[src/rtl/dpomc_pkg.sv]
// dpomc_pkg: mode codes, status codes, stage encodings and timing for loop mode control
// assumes a 40 MHz system clock
package dpomc_pkg;
   localparam logic [4:0] MODE_AUTO      = 5'h00;
   localparam logic [4:0] MODE_FREERUN   = 5'h01;
   localparam logic [4:0] MODE_HOLDOVER  = 5'h02;
   localparam logic [4:0] MODE_LOCKED    = 5'h04;
   localparam logic [4:0] MODE_PRELOCK2  = 5'h05;
   localparam logic [4:0] MODE_PRELOCK   = 5'h06;
   localparam logic [4:0] MODE_LOSTPHASE = 5'h07;
   localparam logic [4:0] MODE_OSC_FREQ  = 5'h0A;
   localparam logic [4:0] MODE_OSC_PHASE = 5'h12;
   localparam logic [4:0] BW_CODE_MAX    = 5'h15;

   localparam int unsigned CLK_HZ        = 40000000;
   localparam int unsigned START_TIME_S  = 2;
   localparam int unsigned START_CYCLES  = START_TIME_S * CLK_HZ;
   localparam int          START_CNT_W   = 27;

   typedef enum logic [2:0] {
      DPOMC_ST_FREERUN   = 3'h0,
      DPOMC_ST_PRELOCK   = 3'h1,
      DPOMC_ST_LOCKED    = 3'h3,
      DPOMC_ST_LOSTPHASE = 3'h2,
      DPOMC_ST_PRELOCK2  = 3'h6,
      DPOMC_ST_HOLDOVER  = 3'h4
   } dpomc_state_t;

   typedef enum logic [1:0] {
      DPOMC_STG_START = 2'h0,
      DPOMC_STG_ACQ   = 2'h1,
      DPOMC_STG_LOCK  = 2'h2
   } dpomc_stage_t;

   typedef struct packed {
      logic [4:0] bw;
      logic [2:0] damp;
   } dpomc_filt_t;

   typedef struct packed {
      logic selected;
      logic disq_none;
      logic switched;
      logic lock;
   } dpomc_ref_t;

   typedef struct packed {
      logic phase_track;
      logic freq_track;
      logic use_stored;
      logic sys_only;
      logic osc_freq;
      logic osc_phase;
   } dpomc_ctl_t;
endpackage : dpomc_pkg

[src/rtl/dpomc_loop.sv]
// dpomc_loop: mode control for one loop (automatic machine, forcing, filter stage)
// assumes reference events and lock flag are synchronous to clk_sys_i
module dpomc_loop
   import dpomc_pkg::*;
(
   input  wire logic        clk_sys_i,
   input  wire logic        nrst_i,
   input  wire logic [4:0]  mode_select_i,
   input  wire dpomc_ref_t  ref_i,
   input  wire dpomc_filt_t start_filt_i,
   input  wire dpomc_filt_t acq_filt_i,
   input  wire dpomc_filt_t lock_filt_i,
   input  wire logic        flag_clear_i,
   input  wire logic        irq_mask_i,
   output logic [4:0]       current_mode_report_o,
   output logic             mode_change_flag_o,
   output logic             irq_o,
   output dpomc_stage_t     stage_o,
   output dpomc_filt_t      filt_o,
   output dpomc_ctl_t       ctl_o
);

   dpomc_state_t           state;
   dpomc_state_t           next_state;
   logic [4:0]             next_mode;
   logic                   lock_q;
   logic [START_CNT_W-1:0] start_cnt;
   logic                   lock_rise;
   logic                   lock_fall;

   function automatic logic [4:0] state_code(input dpomc_state_t s);
      case (s)
         DPOMC_ST_FREERUN:   state_code = MODE_FREERUN;
         DPOMC_ST_PRELOCK:   state_code = MODE_PRELOCK;
         DPOMC_ST_LOCKED:    state_code = MODE_LOCKED;
         DPOMC_ST_LOSTPHASE: state_code = MODE_LOSTPHASE;
         DPOMC_ST_PRELOCK2:  state_code = MODE_PRELOCK2;
         DPOMC_ST_HOLDOVER:  state_code = MODE_HOLDOVER;
         default:            state_code = MODE_FREERUN;
      endcase
   endfunction : state_code

   assign lock_rise = ref_i.lock & ~lock_q;   // [RULE17]
   assign lock_fall = ~ref_i.lock & lock_q;   // [RULE17]

   always_ff @(posedge clk_sys_i) begin
      if (!nrst_i) begin
         lock_q <= 1'b0;
      end else begin
         lock_q <= ref_i.lock;
      end
   end

   // disqualification with nothing left beats a switch, which beats the lock level (pre-locked states) and the lock-loss edge (locked)
   always_comb begin
      next_state = state;
      case (state)
         DPOMC_ST_FREERUN: begin
            if (ref_i.selected) begin   // [RULE7] [RULE19]
               next_state = DPOMC_ST_PRELOCK;
            end
         end
         DPOMC_ST_HOLDOVER: begin
            if (ref_i.selected) begin   // [RULE19]
               next_state = DPOMC_ST_PRELOCK;
            end
         end
         DPOMC_ST_PRELOCK, DPOMC_ST_PRELOCK2, DPOMC_ST_LOSTPHASE: begin
            if (ref_i.disq_none) begin   // [RULE19]
               next_state = DPOMC_ST_HOLDOVER;
            end else if (ref_i.switched) begin   // [RULE8] [RULE19]
               next_state = DPOMC_ST_PRELOCK2;
            end else if (ref_i.lock) begin   // [RULE10] [RULE17]
               next_state = DPOMC_ST_LOCKED;
            end
         end
         DPOMC_ST_LOCKED: begin
            if (ref_i.disq_none) begin
               next_state = DPOMC_ST_HOLDOVER;
            end else if (ref_i.switched) begin
               next_state = DPOMC_ST_PRELOCK2;
            end else if (lock_fall) begin   // [RULE19]
               next_state = DPOMC_ST_LOSTPHASE;
            end
         end
         default: next_state = DPOMC_ST_FREERUN;
      endcase
   end

   // the machine keeps running under a forced mode so that auto resumes cleanly
   always_ff @(posedge clk_sys_i) begin
      if (!nrst_i) begin
         state <= DPOMC_ST_FREERUN;   // [RULE7] [RULE19]
      end else begin
         state <= next_state;
      end
   end

   always_comb begin
      case (mode_select_i)   // [RULE1] [RULE2] [RULE3]
         MODE_AUTO:      next_mode = state_code(state);
         MODE_FREERUN, MODE_HOLDOVER, MODE_LOCKED, MODE_PRELOCK2,
         MODE_PRELOCK, MODE_LOSTPHASE, MODE_OSC_FREQ, MODE_OSC_PHASE:
                         next_mode = mode_select_i;
         // reserved codes hold the current mode
         default:        next_mode = current_mode_report_o;
      endcase
   end

   always_ff @(posedge clk_sys_i) begin
      if (!nrst_i) begin
         current_mode_report_o <= MODE_FREERUN;
      end else begin
         current_mode_report_o <= next_mode;   // [RULE4]
      end
   end

   // set wins over a clear in the same cycle
   always_ff @(posedge clk_sys_i) begin
      if (!nrst_i) begin
         mode_change_flag_o <= 1'b0;
      end else if (next_mode != current_mode_report_o) begin
         mode_change_flag_o <= 1'b1;   // [RULE5] [RULE20]
      end else if (flag_clear_i) begin
         mode_change_flag_o <= 1'b0;   // [RULE20]
      end
   end

   always_ff @(posedge clk_sys_i) begin
      if (!nrst_i) begin
         irq_o <= 1'b0;
      end else begin
         irq_o <= mode_change_flag_o & irq_mask_i;   // [RULE6]
      end
   end

   // starting window restarts whenever the loop is not tracking
   always_ff @(posedge clk_sys_i) begin
      if (!nrst_i) begin
         start_cnt <= '0;
         stage_o   <= DPOMC_STG_START;
      end else if (current_mode_report_o == MODE_LOCKED) begin
         stage_o   <= DPOMC_STG_LOCK;   // [RULE14] [RULE15]
      end else if (current_mode_report_o == MODE_PRELOCK ||
                   current_mode_report_o == MODE_PRELOCK2 ||
                   current_mode_report_o == MODE_LOSTPHASE) begin
         if (start_cnt == START_CNT_W'(START_CYCLES - 1)) begin
            stage_o <= DPOMC_STG_ACQ;   // [RULE13] [RULE15]
         end else begin
            start_cnt <= start_cnt + 1'b1;   // [RULE12]
            stage_o   <= (stage_o == DPOMC_STG_LOCK) ? DPOMC_STG_ACQ : stage_o;
         end
      end else begin
         start_cnt <= '0;
         stage_o   <= DPOMC_STG_START;
      end
   end

   always_ff @(posedge clk_sys_i) begin
      if (!nrst_i) begin
         filt_o <= '0;
      end else begin
         case (stage_o)
            DPOMC_STG_START: filt_o <= start_filt_i;   // [RULE12]
            DPOMC_STG_ACQ:   filt_o <= acq_filt_i;     // [RULE13]
            default: begin
               // reserved bandwidth codes clamp to the widest defined one
               filt_o.bw   <= (lock_filt_i.bw > BW_CODE_MAX) ? BW_CODE_MAX
                                                             : lock_filt_i.bw;   // [RULE16]
               filt_o.damp <= lock_filt_i.damp;   // [RULE14]
            end
         endcase
      end
   end

   always_ff @(posedge clk_sys_i) begin
      if (!nrst_i) begin
         ctl_o <= '0;
      end else begin
         ctl_o.sys_only    <= (next_mode == MODE_FREERUN);   // [RULE9]
         ctl_o.use_stored  <= (next_mode == MODE_HOLDOVER);  // [RULE18]
         ctl_o.phase_track <= (next_mode == MODE_LOCKED) |
                              (next_mode == MODE_PRELOCK) |
                              (next_mode == MODE_PRELOCK2) |
                              (next_mode == MODE_LOSTPHASE);  // [RULE10]
         ctl_o.freq_track  <= (next_mode == MODE_LOCKED);    // [RULE11]
         ctl_o.osc_freq    <= (next_mode == MODE_OSC_FREQ);  // [RULE3]
         ctl_o.osc_phase   <= (next_mode == MODE_OSC_PHASE); // [RULE3]
      end
   end

   a_irq_follows_flag: assert property (@(posedge clk_sys_i) disable iff (!nrst_i)
      (mode_change_flag_o && irq_mask_i) |=> irq_o) else $error("irq missing"); // [RULE6]
   a_flag_on_change: assert property (@(posedge clk_sys_i) disable iff (!nrst_i)
      $changed(current_mode_report_o) |-> mode_change_flag_o)
      else $error("flag not set on change"); // [RULE5]
   a_flag_sticky: assert property (@(posedge clk_sys_i) disable iff (!nrst_i)
      (mode_change_flag_o && !flag_clear_i) |=> mode_change_flag_o)
      else $error("flag dropped"); // [RULE20]
   a_forced_mode: assert property (@(posedge clk_sys_i) disable iff (!nrst_i)
      (mode_select_i == MODE_LOCKED) [*2] |-> current_mode_report_o == MODE_LOCKED)
      else $error("forced mode not shown"); // [RULE2]
   a_freerun_forced: assert property (@(posedge clk_sys_i) disable iff (!nrst_i)
      (mode_select_i == MODE_FREERUN) [*2] |-> ctl_o.sys_only && !ctl_o.phase_track)
      else $error("free-run tracks input"); // [RULE9]
   a_auto_holdover: assert property (@(posedge clk_sys_i) disable iff (!nrst_i)
      (state == DPOMC_ST_LOCKED && ref_i.disq_none) |=> state == DPOMC_ST_HOLDOVER)
      else $error("no holdover"); // [RULE19]
   a_auto_unlock: assert property (@(posedge clk_sys_i) disable iff (!nrst_i)
      (state == DPOMC_ST_LOCKED && lock_fall && !ref_i.disq_none && !ref_i.switched)
      |=> state == DPOMC_ST_LOSTPHASE) else $error("no lost-phase"); // [RULE17]
   a_lock_stage: assert property (@(posedge clk_sys_i) disable iff (!nrst_i)
      (current_mode_report_o == MODE_LOCKED) [*2] |-> stage_o == DPOMC_STG_LOCK)
      else $error("stage not locked"); // [RULE15]
   a_start_filter: assert property (@(posedge clk_sys_i) disable iff (!nrst_i)
      (stage_o == DPOMC_STG_START) |=> filt_o == $past(start_filt_i))
      else $error("wrong start filter"); // [RULE12]

   c_auto_lock: cover property (@(posedge clk_sys_i) disable iff (!nrst_i)
      state == DPOMC_ST_PRELOCK ##1 state == DPOMC_ST_LOCKED);
   c_holdover: cover property (@(posedge clk_sys_i) disable iff (!nrst_i)
      state == DPOMC_ST_HOLDOVER);
   c_irq: cover property (@(posedge clk_sys_i) disable iff (!nrst_i) irq_o);
   c_switch: cover property (@(posedge clk_sys_i) disable iff (!nrst_i)
      state == DPOMC_ST_LOCKED ##1 state == DPOMC_ST_PRELOCK2);
   c_relock: cover property (@(posedge clk_sys_i) disable iff (!nrst_i)
      state == DPOMC_ST_LOSTPHASE && lock_rise);
endmodule : dpomc_loop

[src/rtl/dpomc_top.sv]
// dpomc_top: operating-mode control for loops a and b
// assumes reference selection logic runs on clk_sys_i; all control bits are plain ports
//
// Summary of operation
// RULE1: 5-bit mode field: 0 automatic, 1 forced free-run, 2 forced holdover.
// RULE2: codes 4,5,6,7 force locked, pre-locked2, pre-locked, lost-phase.
// RULE3: code 0A oscillator frequency write, 12 phase write; others reserved.
// RULE4: 5-bit status always shows the current mode, forced or automatic.
// RULE5: any mode change sets the loop's mode-change flag.
// RULE6: flag and mask both one raise the interrupt; mask resets to zero.
// RULE7: automatic machine starts at reset, reacts to select, disqualify, switch, lock.
// RULE8: switch means disqualify-and-reselect, revertive pick, or forced other input.
// RULE9: free-run uses system clock only, ignoring all references.
// RULE10: pre-locked, pre-locked2, lost-phase track the input and are transient.
// RULE11: locked follows phase and frequency of the selected reference.
// RULE12: first two seconds of a lock attempt use starting bandwidth and damping; the code sends a re-attempt after locked straight to acquisition.
// RULE13: acquisition stage uses acquisition bandwidth and damping.
// RULE14: locked stage uses locked bandwidth and damping.
// RULE15: filter stage changes happen on their own, without software.
// RULE16: locked bandwidth codes 0 to 15 hex valid; above reserved.
// RULE17: lock flag one means lock gained, zero means lock lost.
// RULE18: holdover steers from stored frequency, no phase lock to inputs.
// RULE19: reset to free-run; select, lock, unlock, loss, switch move the machine.
// RULE20: mode-change flag stays set until software clears it.
module dpomc_top
   import dpomc_pkg::*;
(
   input  wire logic        clk_sys_i,
   input  wire logic        nrst_i,
   input  wire logic [4:0]  loop_a_mode_select_i,
   input  wire logic [4:0]  loop_b_mode_select_i,
   input  wire dpomc_ref_t  ref_a_i,
   input  wire dpomc_ref_t  ref_b_i,
   input  wire dpomc_filt_t starting_a_i,
   input  wire dpomc_filt_t acquisition_a_i,
   input  wire dpomc_filt_t locked_a_i,
   input  wire dpomc_filt_t starting_b_i,
   input  wire dpomc_filt_t acquisition_b_i,
   input  wire dpomc_filt_t locked_b_i,
   input  wire logic        flag_clear_a_i,
   input  wire logic        flag_clear_b_i,
   input  wire logic        irq_mask_a_i,
   input  wire logic        irq_mask_b_i,
   output logic [4:0]       current_mode_report_a_o,
   output logic [4:0]       current_mode_report_b_o,
   output logic             mode_change_flag_a_o,
   output logic             mode_change_flag_b_o,
   output logic             irq_a_o,
   output logic             irq_b_o,
   output dpomc_stage_t     stage_a_o,
   output dpomc_stage_t     stage_b_o,
   output dpomc_filt_t      filt_a_o,
   output dpomc_filt_t      filt_b_o,
   output dpomc_ctl_t       ctl_a_o,
   output dpomc_ctl_t       ctl_b_o
);
   // both loops are identical and independent
   dpomc_loop u_loop_a (
      .clk_sys_i             (clk_sys_i),
      .nrst_i                (nrst_i),
      .mode_select_i         (loop_a_mode_select_i),
      .ref_i                 (ref_a_i),
      .start_filt_i          (starting_a_i),
      .acq_filt_i            (acquisition_a_i),
      .lock_filt_i           (locked_a_i),
      .flag_clear_i          (flag_clear_a_i),
      .irq_mask_i            (irq_mask_a_i),
      .current_mode_report_o (current_mode_report_a_o),
      .mode_change_flag_o    (mode_change_flag_a_o),
      .irq_o                 (irq_a_o),
      .stage_o               (stage_a_o),
      .filt_o                (filt_a_o),
      .ctl_o                 (ctl_a_o)
   );
   dpomc_loop u_loop_b (
      .clk_sys_i             (clk_sys_i),
      .nrst_i                (nrst_i),
      .mode_select_i         (loop_b_mode_select_i),
      .ref_i                 (ref_b_i),
      .start_filt_i          (starting_b_i),
      .acq_filt_i            (acquisition_b_i),
      .lock_filt_i           (locked_b_i),
      .flag_clear_i          (flag_clear_b_i),
      .irq_mask_i            (irq_mask_b_i),
      .current_mode_report_o (current_mode_report_b_o),
      .mode_change_flag_o    (mode_change_flag_b_o),
      .irq_o                 (irq_b_o),
      .stage_o               (stage_b_o),
      .filt_o                (filt_b_o),
      .ctl_o                 (ctl_b_o)
   );
endmodule : dpomc_top

[config.mk]
export PLATFORM = sky130hd
export DESIGN_NAME = dpomc_top
export DESIGN_NICKNAME = d
export VERILOG_FILES = /design/src/rtl/dpomc_pkg.sv /design/src/rtl/dpomc_loop.sv /design/src/rtl/dpomc_top.sv
export SDC_FILE = /design/constraint.sdc
export NUM_CORES = 1
export LEC_CHECK = 0
export BUFFER_PORTS_ARGS = -buffer_cell sky130_fd_sc_hd__clkbuf_2
export CAP_MARGIN = 25
export CORE_MARGIN = 1.5
export CORE_UTILIZATION = 60
export CTS_BUF_LIST = sky130_fd_sc_hd__clkbuf_4
export DETAILED_ROUTE_END_ITERATION = 7
export PLACE_DENSITY = 0.93
export SYNTH_ARGS = -nofsm -noshare
export SYNTH_HDL_FRONTEND = slang
export SYNTH_SLANG_ARGS = --single-unit
[constraint.sdc]
create_clock -name clk_sys_i -period 4.1 [get_ports clk_sys_i]
set_input_delay 0.82 -clock clk_sys_i [delete_from_list [all_inputs] [get_ports clk_sys_i]]
set_output_delay 0.82 -clock clk_sys_i [all_outputs]
set_load 0.01 [all_outputs]
==> After elaboration in Yosys (flattened, before gate mapping) <==
Cells that the tools add are included.
{ "word_totals": {"input_bits": 72, "reg_bits": 108, "out_inout_bits": 46} }
{ "classes": {"n_bitwise": 17, "reduce_logical": 26, "magnitude_cmp": 2, "muxes": 40, "n_eq_ne": 68, "n_addsub": 2} }
{ "op_table": {"columns": ["op", "n"], "rows": [
  ["== test 5 x 3 -> 1 bit, second input constant", 24],
  ["2-to-1 mux 27 bit", 4],
  ["adder 27 x 1 -> 27 bit, second input constant", 2],
  ["== test 27 bit, second input constant", 2],
  ["2-to-1 mux 3 bit", 14],
  ["case mux 8 bit (2 select lines)", 2],
  ["case mux 3 bit (5 select lines)", 2],
  ["== test 5 x 1 -> 1 bit, second input constant", 4],
  ["== test 5 x 2 -> 1 bit, second input constant", 4],
  ["== test 5 x 4 -> 1 bit, second input constant", 4],
  ["== test 5 bit, second input constant", 4],
  ["case mux 5 bit (2 select lines)", 2],
  ["case mux 3 bit (3 select lines)", 2],
  ["2-to-1 mux 2 bit", 8],
  ["!= test 4 x 3 -> 1 bit, second input constant", 4],
  ["OR reduction 8 bit", 2],
  ["== test 3 x 2 -> 1 bit, second input constant", 4],
  ["== test 3 bit, second input constant", 4],
  ["OR reduction 3 bit", 4],
  ["greater-than comparator 5 bit, second input constant", 2],
  ["logical NOT 5 bit", 2],
  ["2-to-1 mux 5 bit", 2],
  ["!= test 5 bit", 2],
  ["!= test 4 bit, second input constant", 2],
  ["other kinds (16)", 49]
]} }

==> Longest topological paths before layout <==
Gate-level depths: netlist of the first run.
{ "logic_depth": {"word_depth": 7, "depth_mapped": 8, "ltp_nobuf": 6} }

==> Cells and area by module <==
A second synthesis of the first run with hierarchy kept.
{ "unflattened": {"hier_cells": 677, "hier_area_um2": 5590.4} }
{ "modules_own_cells": {"columns": ["mod", "seq_area_each_um2", "cells_each", "area_each_um2", "n_inst"], "rows": [
  ["dpomc_loop at u_loop_b", 1081.0, 350, 2885.3, 1],
  ["dpomc_loop at u_loop_a", 1081.0, 327, 2705.1, 1]
]} }

==> Worst setup path after synthesis of the first run <==
Ideal clock, no wire load.
{ "synth_timing": {"path_kind": "in2reg", "startpoint": "input loop_b_mode_select_i[4]", "endpoint": "register u_loop_b.mode_change_flag_o", "stages": 6, "setup_time_ns": 0.125, "setup_slack_ns": 1.786, "arrival_ns": 2.189, "n_path_buf": 1, "path_cell_list": "buf_6 -> or3_1 -> nor4_1 -> a21oi_1 -> a21o_1 -> o41a_1"} }
{ "synth_between": {"elab_chain_cells": 5} }
{ "synth_lines": {"columns": ["item", "line", "source"], "rows": [
  ["from (decl)", "dpomc_top.sv:31", "input wire logic [4:0] loop_b_mode_select_i,"],
  ["== test 5 x 1 -> 1 bit, or another cell as far along", "dpomc_loop.sv:100", "case (mode_select_i)"],
  ["OR reduction 8 bit", "dpomc_loop.sv:100", null],
  ["case mux 5 bit (2 select lines) (*)", "dpomc_loop.sv:100", null],
  ["!= test 5 bit (*)", "dpomc_loop.sv:122", "end else if (next_mode != current_mode_report_o) begin"],
  ["2-to-1 mux 1 bit / nonzero test 2 bit (equally long branches)", null, null],
  ["to (signal assigned)", "dpomc_loop.sv:121", "mode_change_flag_o <= 1'b0;"],
  ["to (signal assigned)", "dpomc_loop.sv:123", "mode_change_flag_o <= 1'b1;"],
  ["to (signal assigned)", "dpomc_loop.sv:125", "mode_change_flag_o <= 1'b0;"],
  ["to (decl)", "dpomc_loop.sv:16", "output logic mode_change_flag_o,"]
]} }
Mark *: on every way between the ends. The rest lies on a longest branch, timed or not.
A chain may end at the register's enable or synchronous reset.

==> Worst setup path in the final report of the first run <==
{ "layout_timing": {"startpoint": "register u_loop_a.start_cnt[0]", "endpoint": "register u_loop_a.start_cnt[7]"} }
{ "layout_between": {"elab_chain_cells": 3} }
{ "layout_lines": {"columns": ["item", "line", "source"], "rows": [
  ["from (decl)", "dpomc_loop.sv:27", "logic [START_CNT_W-1:0] start_cnt;"],
  ["from (signal assigned)", "dpomc_loop.sv:150", "start_cnt <= start_cnt + 1'b1;"],
  ["adder 27 x 1 -> 27 bit / == test 27 bit (equally long branches)", "dpomc_loop.sv:150, dpomc_loop.sv:147", null],
  ["2-to-1 mux 27 bit / != test 2 bit (equally long branches)", null, null],
  ["2-to-1 mux 27 bit / AND reduction 2 bit (equally long branches)", null, null]
]} }
Several ways; a longest one is shown, not always the timed one. The select of a mux whose other input is x is not followed.

==> results of run 1 <==
-- area by class of cell --
type / count / area [µm²] / area share
clock inverters: 7 / 73.82 / 0.01090
flip-flops and latches: 108 / 2162 / 0.3193
repair buffers: 121 / 635.6 / 0.09387
well taps: 133 / 166.4 / 0.02458
diodes: 1 / 2.502 / 0.0003695
clock buffers: 9 / 67.56 / 0.009978
multi-input cells: 549 / 3596 / 0.5310
inverters: 18 / 67.56 / 0.009978
-- through the flow --
step                setup slack (ns)  utilization  hold WS [ns]
finish                         1.615       0.6928        0.4999
detailed placement             1.356       0.6752        0.4776
CTS                            1.589       0.6897        0.5002
global placement               1.447       0.6752        0.4625
global route                   1.439       0.6925        0.5158
floorplan                      1.786            -        0.4496
-- cells in the mapped netlist (all sizes together), types with 3 or more instances --
cell type	instances	share of area
or2	8	0.0083
nor3b	8	0.011
and3	12	0.012
clkbuf	27	0.017
o311ai	3	0.0056
nand2b	21	0.022
buf	19	0.019
o41ai	3	0.0044
xor2	9	0.013
nor4b	5	0.0093
dfxtp	108	0.36
nor2b	9	0.0093
a21oi	58	0.048
a211oi	17	0.023
nor4	10	0.015
o2111ai	8	0.012
a31oi	3	0.0031
o21a	5	0.0062
mux2i	29	0.048
nand4	20	0.021
nor2	53	0.033
nand2	74	0.046
and3b	4	0.0058
nor3	16	0.013
nand3	15	0.013
a2111o	21	0.039
inv	17	0.011
o211ai	11	0.014
o31ai	7	0.011
and4	8	0.012
or3	6	0.0062
a21o	4	0.0050
o22ai	3	0.0031
xnor2	3	0.0044
or4	10	0.012
and2	17	0.018
o21ai	31	0.026
nor4bb	3	0.0050
-- worst min-delay path, stage by stage (launching register included) --
cell and delay (ns):
dfxtp_1 0.36, nand2_1 0.06, o21ai_1 0.05
-- worst min path at each step --
| stage | startpoint | to | slack, ns |
|---|---|---|---|
| final | u_loop_a.start_cnt[8] | u_loop_a.start_cnt[8] | 0.50 |
| after global routing | u_loop_a.mode_change_flag_o | u_loop_a.irq_o | 0.52 |
| after CTS | u_loop_a.start_cnt[8] | u_loop_a.start_cnt[8] | 0.50 |
| after detailed placement | u_loop_a.start_cnt[8] | u_loop_a.start_cnt[8] | 0.48 |
| after global placement | u_loop_a.start_cnt[6] | u_loop_a.start_cnt[6] | 0.46 |
| after floorplan | u_loop_a.start_cnt[6] | u_loop_a.start_cnt[6] | 0.45 |
-- cell families (layout without fill, tap and decap cells) --
family | after synthesis | count (layout) | synth area share
mux | 30 | 30 | 0.04997
simple gates | 312 | 312 | 0.2915
fa+ha+maj | 2 | 2 | 0.004146
compound gates | 193 | 193 | 0.2320
xor+xnor | 12 | 12 | 0.01742
buf+inv | 64 | 155 | 0.04665
other cells | 0 | 1 | 0
flops | 108 | 108 | 0.3583
-- per-layer routing --
layer | up-vias | share of wire | global-route usage | wire length, µm
li1 | 2876 | - | - | -
met1 | 2832 | 0.42 | 0.3621 | 6612
met2 | 294 | 0.49 | 0.5035 | 7795
met3 | 34 | 0.071 | 0.06250 | 1118
met4 | 0 | 0.021 | 0.1164 | 327
met5 | - | 0 | 0 | 0
-- registers in the layout, indices dropped and copies added (netlist names), 2 cells and up --
signal and cells:
u_loop_a.ctl_o 6, u_loop_b.stage_o 2, u_loop_b.ctl_o 6, u_loop_a.state 3, u_loop_a.filt_o 8, u_loop_b.filt_o 8
u_loop_a.start_cnt 27, u_loop_a.stage_o 2, u_loop_a.current_mode_report_o 5, u_loop_b.state 3, u_loop_b.current_mode_report_o 5, u_loop_b.start_cnt 27
-- power by group --
part           leakage, µW  internal (µW)  total, µW  switching [µW]
clock            0.0000787            191        560             369
sequential        0.000879           1080       1110            29.3
combinational      0.00160            122        296             174
==> results.md, run 1 <==
* Drt total wl at 15850 µm
* Post-synthesis sequential area ratio at 0.3583
* Most frequent cells in the layout: 117 x clkbuf_2, 108 x dfxtp_1, 74 x nand2_1
* Largest net degree at the start of global routing at 42
* First-pass GRT wire length at 25210 µm
* CTS max path bufs at 2
* Ys async rst share at 0
* Worst-Skew Late Latency at 0.49 ns
* DR WL/cell at 16.76 µm
* Slew @ Worst Pin at 0.9538 ns
* VDD IR-drop max at 0.0001562 V
* Outcome: finished, final reports clean
* CP Buf/Inv Count at 0
* Top delay family on crit path: compound AO/OA/AOI/OAI gates
* Commonest non-fill, non-tap cell in the layout: clkbuf_2
* Crit path from: u_loop_a.start_cnt[0]
* Pwr/cell area at 290.5 nW/µm²
* CTS tree: built
* Die span in x at 103.3 µm
* Crit path launch type: flop
* DR pass1 iterations at 5
* FF-to-FF End: u_loop_a.start_cnt[7]
* CORE AREA at 9774 µm²
* Total CTS buffers at 9
* Leakage power at 0.002561 µW
* Fraction of layout cells with a size suffix above 1 at 0.2007
* Top_reg_cell synth: dfxtp_1
* Fin area at 6771 µm²
* # setup viols final at 0
* Max frequency at 0.4024 GHz
* Total power draw at 1967 µW
* I/O Buffers at 117
* Max-cap violation count at 0
* Final min period at 2.485 ns
* Final Hold Viols at 0
* Gate Count Post-Synth at 721
* Crit share post-route at 0.6061
* Fin. max-slew vios at 0
* Vias at 6036
* Fill cells at 752
* Resized cells post-CTS at 0
* Synth warn at 0
* Placed Instances at 928
* R2r setup slk at 1.61 ns
* Worst-path clk slew at 0.17 ns
* Worst Path Max Fanout at 24
* Hold path depth at 2
* Vias in the first global route at 5522
* Final worst clock skew at 0.02117 ns
* Setup crit end: u_loop_a.start_cnt[7]
* Hold crit path type: flop to flop
* Placed cell area at 6600 µm²
* Antenna viol nets, final at 0
* Post-synth EDFFs at 0
* Layout Cells excl Fill at 946
* Mapped Area at 6035 µm²
* Via-to-Cell Ratio at 6.381
* Worst reg2reg path depth at 6
* Number of DRC markers in iteration 0 at 524
* Clock Tree Root: clkbuf_4
* CP peak stage delay at 0.82 ns
* Reg-to-Reg Start: u_loop_a.start_cnt[0]
* Worst endpoint required time at 4.49 ns
* CP Data Arrival Time at 2.87 ns
* Relative slew margins at 0.3641
* Hold Buf Count CTS at 0
* Setup crit end kind: flop
* Cell Chain, Critical Path: ha_1 -> nand2_1 -> or2_2 -> o31ai_4 -> a211oi_1 -> mux2i_1
* Seq cells post-synth at 108
* CP Depth at 6
* Slowest CP cell: o31ai_4
* Initial Utilization at 0.6174
* DRC at 0
* Mean post-synth cell area at 8.370 µm²
* Setup TNS at 0 ns
* Clock Sinks at 108
* Fin nets at 881
* Die area at 10670 µm²
* GR Util All Layers at 0.2940
* Grt ovf at 0
* Htree depth at 3
* Placer Congestion at 0.8753
* Post-CTS repair timing setup buffer count at 0
* Yosys cell types at 80
* Initial antenna violation count at 0
* Number of I/O pins at 118
* Syn Nets at 795
* Area Overhead vs Synth at 12.21%
* HPWL Detailed at 11060 µm
* Worst setup path category: flop to flop
* RSZ-0062 raised after global routing: no
* Rows at 36
* Height of the die at 103.3 µm
(Power assumes the default switching activity.)
==> run 2, diff against run 1 <==
--- a/config.mk
+++ b/config.mk
@@ -5,13 +5,14 @@
 export SDC_FILE = /design/constraint.sdc
 export NUM_CORES = 1
 export LEC_CHECK = 0
+export ABC_AREA = 1
 export BUFFER_PORTS_ARGS = -buffer_cell sky130_fd_sc_hd__clkbuf_2
 export CAP_MARGIN = 25
 export CORE_MARGIN = 1.5
-export CORE_UTILIZATION = 60
+export CORE_UTILIZATION = 52
 export CTS_BUF_LIST = sky130_fd_sc_hd__clkbuf_4
 export DETAILED_ROUTE_END_ITERATION = 7
-export PLACE_DENSITY = 0.93
+export PLACE_DENSITY = 0.85
 export SYNTH_ARGS = -nofsm -noshare
 export SYNTH_HDL_FRONTEND = slang
 export SYNTH_SLANG_ARGS = --single-unit
==> constraint.sdc (replaced) <==
create_clock -name clk_sys_i -period 2.21 [get_ports clk_sys_i]
set_input_delay 0.442 -clock clk_sys_i [delete_from_list [all_inputs] [get_ports clk_sys_i]]
set_output_delay 0.442 -clock clk_sys_i [all_outputs]
set_load 0.01 [all_outputs]
==> run 2 against run 1 <==
  * Cell count is 35% higher
  * Flip-flop and latch count stayed put
  * Clock-buffer cell count is 1 higher
  * Maximum frequency is 21% higher
  * Global-route usage is 3.1 points lower
  * Critical path type unchanged
  * Largest cell class unchanged
  * Register-to-register slack worse by 1.5 ns
  * Critical path depth is 5 higher
==> results.md, run 2 <==
* Outcome: finished, final reports clean (unchanged)
* Final Hold Viols at 0 (unchanged)
* Fraction of layout cells with a size suffix above 1 at 0.1882 (was 0.2007)
* Largest family of logic cells by synthesized area: simple AND/OR/NAND/NOR gates (unchanged)
* Grt ovf at 0 (unchanged)
* Max frequency at 0.4871 GHz (was 0.4024 GHz)
* Met2 Use GR at 0.4506 (was 0.5035)
* Yosys cell types at 45 (was 80)
* DRC at 0 (unchanged)
* CORE AREA at 12010 µm² (was 9774 µm²)
* Via-to-Cell Ratio at 5.317 (was 6.381)
* Relative slew margins at 0.5926 (was 0.3641)
* CP Data Arrival Time at 2.45 ns (was 2.87 ns)
* Final WS setup at 0.1569 ns (was 1.615 ns)
* Critical path's most frequent cell: nor2_1
* Vias in the first global route at 6091 (was 5522)
* Synth warn at 0 (unchanged)
* Area Overhead vs Synth at 14.33% (was 12.21%)
* Mapped Area at 6382 µm² (was 6035 µm²)
* Syn Nets at 1081 (was 795)
* Fin. max-slew vios at 0 (unchanged)
* Worst-Skew Late Latency at 0.49 ns (about the same)
* VDD IR-drop max at 0.0003961 V (was 0.0001562 V)
* Fin area at 7297 µm² (was 6771 µm²)
* Vias at 6806 (was 6036)
* Leakage power at 0.003227 µW (was 0.002561 µW)
* RSZ-0062 raised after global routing: no (unchanged)
* Crit share post-route at 0.9290 (was 0.6061)
* Slew @ Worst Pin at 0.6088 ns (was 0.9538 ns)
* Commonest non-fill, non-tap cell in the layout: nand2_1 (was clkbuf_2)
* Top_reg_cell synth: dfxtp_1 (unchanged)
* Synthesized-area fraction occupied by adder cells at 0.003921 (was 0.004147)
* Hold path depth at 3 (was 2)
* Hold Buf Count CTS at 0 (unchanged)
* Worst endpoint required time at 2.61 ns (was 4.49 ns)
* Seq cells post-synth at 108 (unchanged)
* Post-synthesis sequential area ratio at 0.3388 (was 0.3583)
* Synth Area in Compound Gates at 0.1094 (was 0.2320)
* Htree depth at 3 (unchanged)
* Most frequent cells in the layout: 262 x nand2_1, 139 x nor2_1, 128 x inv_1 (was 117 x clkbuf_2, 108 x dfxtp_1, 74 x nand2_1)
* Drt total wl at 16640 µm (was 15850 µm)
* Largest regs: u_loop_a.start_cnt x27, u_loop_b.start_cnt x27 (unchanged)
* Initial antenna violation count at 1 (was 0)
* Synth area leaders: dfxtp_1 34%, nand2_1 15%, nand3_1 8.4%, nor2_1 8.2%, inv_1 7.6% (was dfxtp_1 36%, a21oi_1 4.8%, mux2i_1 4.8%, nand2_1 4.6%, a2111o_1 3.9%)
* Ys async rst share at 0 (unchanged)
* Final min period at 2.053 ns (was 2.485 ns)
* Final worst clock skew at 0.01174 ns (was 0.02117 ns)
* First-pass GRT wire length at 27750 µm (was 25210 µm)
* Yosys top cell area share at 0.3388 (was 0.3583)
* GRT busiest layer: met2 (unchanged)
* Met1 Track Usage GR at 0.3211 (was 0.3621)
* Multiplexer share of the synthesized area at 0 (was 0.04997)
* CP peak stage delay at 0.41 ns (was 0.82 ns)
* Die span in x at 113.8 µm (was 103.3 µm)
* HPWL Detailed at 12930 µm (was 11060 µm)
* CTS tree: built (unchanged)
* Post-synth top cells: 262 x nand2_1, 139 x nor2_1, 129 x inv_1 (was 108 x dfxtp_1, 74 x nand2_1, 58 x a21oi_1)
* Setup crit end kind: flop (unchanged)
* Slowest CP cell: dfxtp_1 (was o31ai_4)
* Max-cap violation count at 0 (unchanged)
* Initial Utilization at 0.5314 (was 0.6174)
* Die area at 12950 µm² (was 10670 µm²)
* Number of DRC markers in iteration 0 at 420 (was 524)
* Placed cell area at 7129 µm² (was 6600 µm²)
* Rows at 40 (was 36)
* Total CTS buffers at 9 (unchanged)
* Post-CTS repair timing setup buffer count at 0 (unchanged)
* Hold crit path type: input pin to flop (was flop to flop)
* CTS max path bufs at 2 (unchanged)
* Clock Tree Root: clkbuf_4 (unchanged)
* Met3 GRT Util at 0.06376 (was 0.06250)
* I/O Buffers at 117 (unchanged)
* Total power draw at 3750 µW (was 1967 µW)
* Most common cell in the synthesized netlist: nand2_1 (was dfxtp_1)
* Post-synth top area cell: dfxtp_1 (unchanged)
* Largest net degree at the start of global routing at 27 (was 42)
* Cell Chain, Critical Path: ha_1 -> nand2_2 -> nor2_4 -> nand2_4 -> nor2_8 -> nand4_4 -> a21oi_4 -> buf_4 -> nor2_1 -> a21oi_2 -> nor2_1 (was ha_1 -> nand2_1 -> or2_2 -> o31ai_4 -> a211oi_1 -> mux2i_1)
* Crit path launch type: flop (unchanged)
* Pwr/cell area at 513.9 nW/µm² (was 290.5 nW/µm²)
* Mean post-synth cell area at 6.338 µm² (was 8.370 µm²)
* Synthesized-area fraction occupied by and/or/nand/nor cells at 0.4268 (was 0.2915)
* Height of the die at 113.8 µm (was 103.3 µm)
* Worst slack, placed at 0.1924 ns (was 1.356 ns)
* Gate Count Post-Synth at 1007 (was 721)
* DR pass1 iterations at 5 (unchanged)
* Placer Congestion at 1.000 (was 0.8753)
* Resized cells post-CTS at 0 (unchanged)
* Clock Sinks at 108 (unchanged)
* Antenna viol nets, final at 0 (unchanged)
* Worst setup path category: flop to flop (unchanged)
* Worst-path clk slew at 0.16 ns (was 0.17 ns)
* Worst reg2reg path depth at 11 (was 6)
* Setup TNS at 0 ns (unchanged)
* # setup viols final at 0 (unchanged)
* Number of I/O pins at 118 (unchanged)
* DR WL/cell at 13.00 µm (was 16.76 µm)
* Post-synth EDFFs at 0 (unchanged)
* XOR/XNOR Fraction of Synth Area at 0.01921 (was 0.01742)
* GR Util All Layers at 0.2629 (was 0.2940)
* Fin nets at 1201 (was 881)
* Worst Path Max Fanout at 9 (was 24)
run 2: cell types whose count changed after synthesis, sizes merged, moves of 10 or more:
cell and change:
nand2 +210, a211oi -15, inv +115, nand3 +93, mux2i -29, clkbuf -16
and3 -11, or4 -10, nor3 +19, nand2b -21, nor2 +90, a2111o -21
and2 -17
run 2: path summary, 6_finish.rpt:
check                                 to  slack [ns]                   startpoint
setup / recovery  u_loop_a.start_cnt[22]        0.16        u_loop_a.start_cnt[1]
hold / removal           u_loop_b.lock_q        0.15                   ref_b_i[0]
setup reg to reg  u_loop_a.start_cnt[22]        0.16        u_loop_a.start_cnt[1]
hold reg to reg           u_loop_b.irq_o        0.47  u_loop_b.mode_change_flag_o
run 2: layout make-up:
cell class | count | area (µm²)
clock buffer | 10 | 75.07
multi-input combinational | 741 | 3570
clock inverter | 6 | 86.33
antenna | 1 | 2.502
inverter | 133 | 500.5
fill | 1093 | 4715
sequential | 108 | 2162
timing repair buffer | 134 | 716.9
tap | 147 | 183.9
run 2: cells by family (layout without fill, tap and decap cells):
logic type / count (synthesis) / count (layout)
buffers and inverters: 158 / 283
adders and majority gates: 2 / 2
xor gates and xnor gates: 14 / 14
and+or+nand+nor: 613 / 613
DFF: 108 / 108
other: 0 / 1
AOI/OAI and AO/OA: 112 / 112
run 2: layer usage:
metal | share of wire | vias up
met4 | 0.025 | 0
li1 | - | 3486
met5 | 0 | -
met3 | 0.068 | 43
met1 | 0.43 | 3049
met2 | 0.48 | 228
run 2: critical path, delay by kind of cell (launching register included):
| kind | cells | cell delay, ns |
|---|---|---|
| flip-flops | 1 | 0.41 |
| buffers and inverters | 1 | 0.22 |
| adder cells (fa/ha/maj) | 1 | 0.24 |
| AND/OR/NAND/NOR | 7 | 0.78 |
| AO/OA/AOI/OAI | 2 | 0.32 |
run 2: metrics by stage:
step           cells    util  hold slack, ns
2_1_floorplan   1007       -          0.4526
5_1_grt         1280  0.6075          0.1038
3_3_place_gp    1263  0.5935          0.4347
6_report        1280  0.6075          0.1514
3_5_place_dp    1263  0.5935          0.4461
4_1_cts         1279  0.6070          0.1223
run 2: where the power goes:
| part | total (µW) | internal (µW) | switching [µW] |
|---|---|---|---|
| Sequential | 2070 | 2020 | 54.7 |
| Combinational | 537 | 202 | 335 |
| Clock | 1140 | 472 | 670 |
| Total | 3750 | 2690 | 1060 |
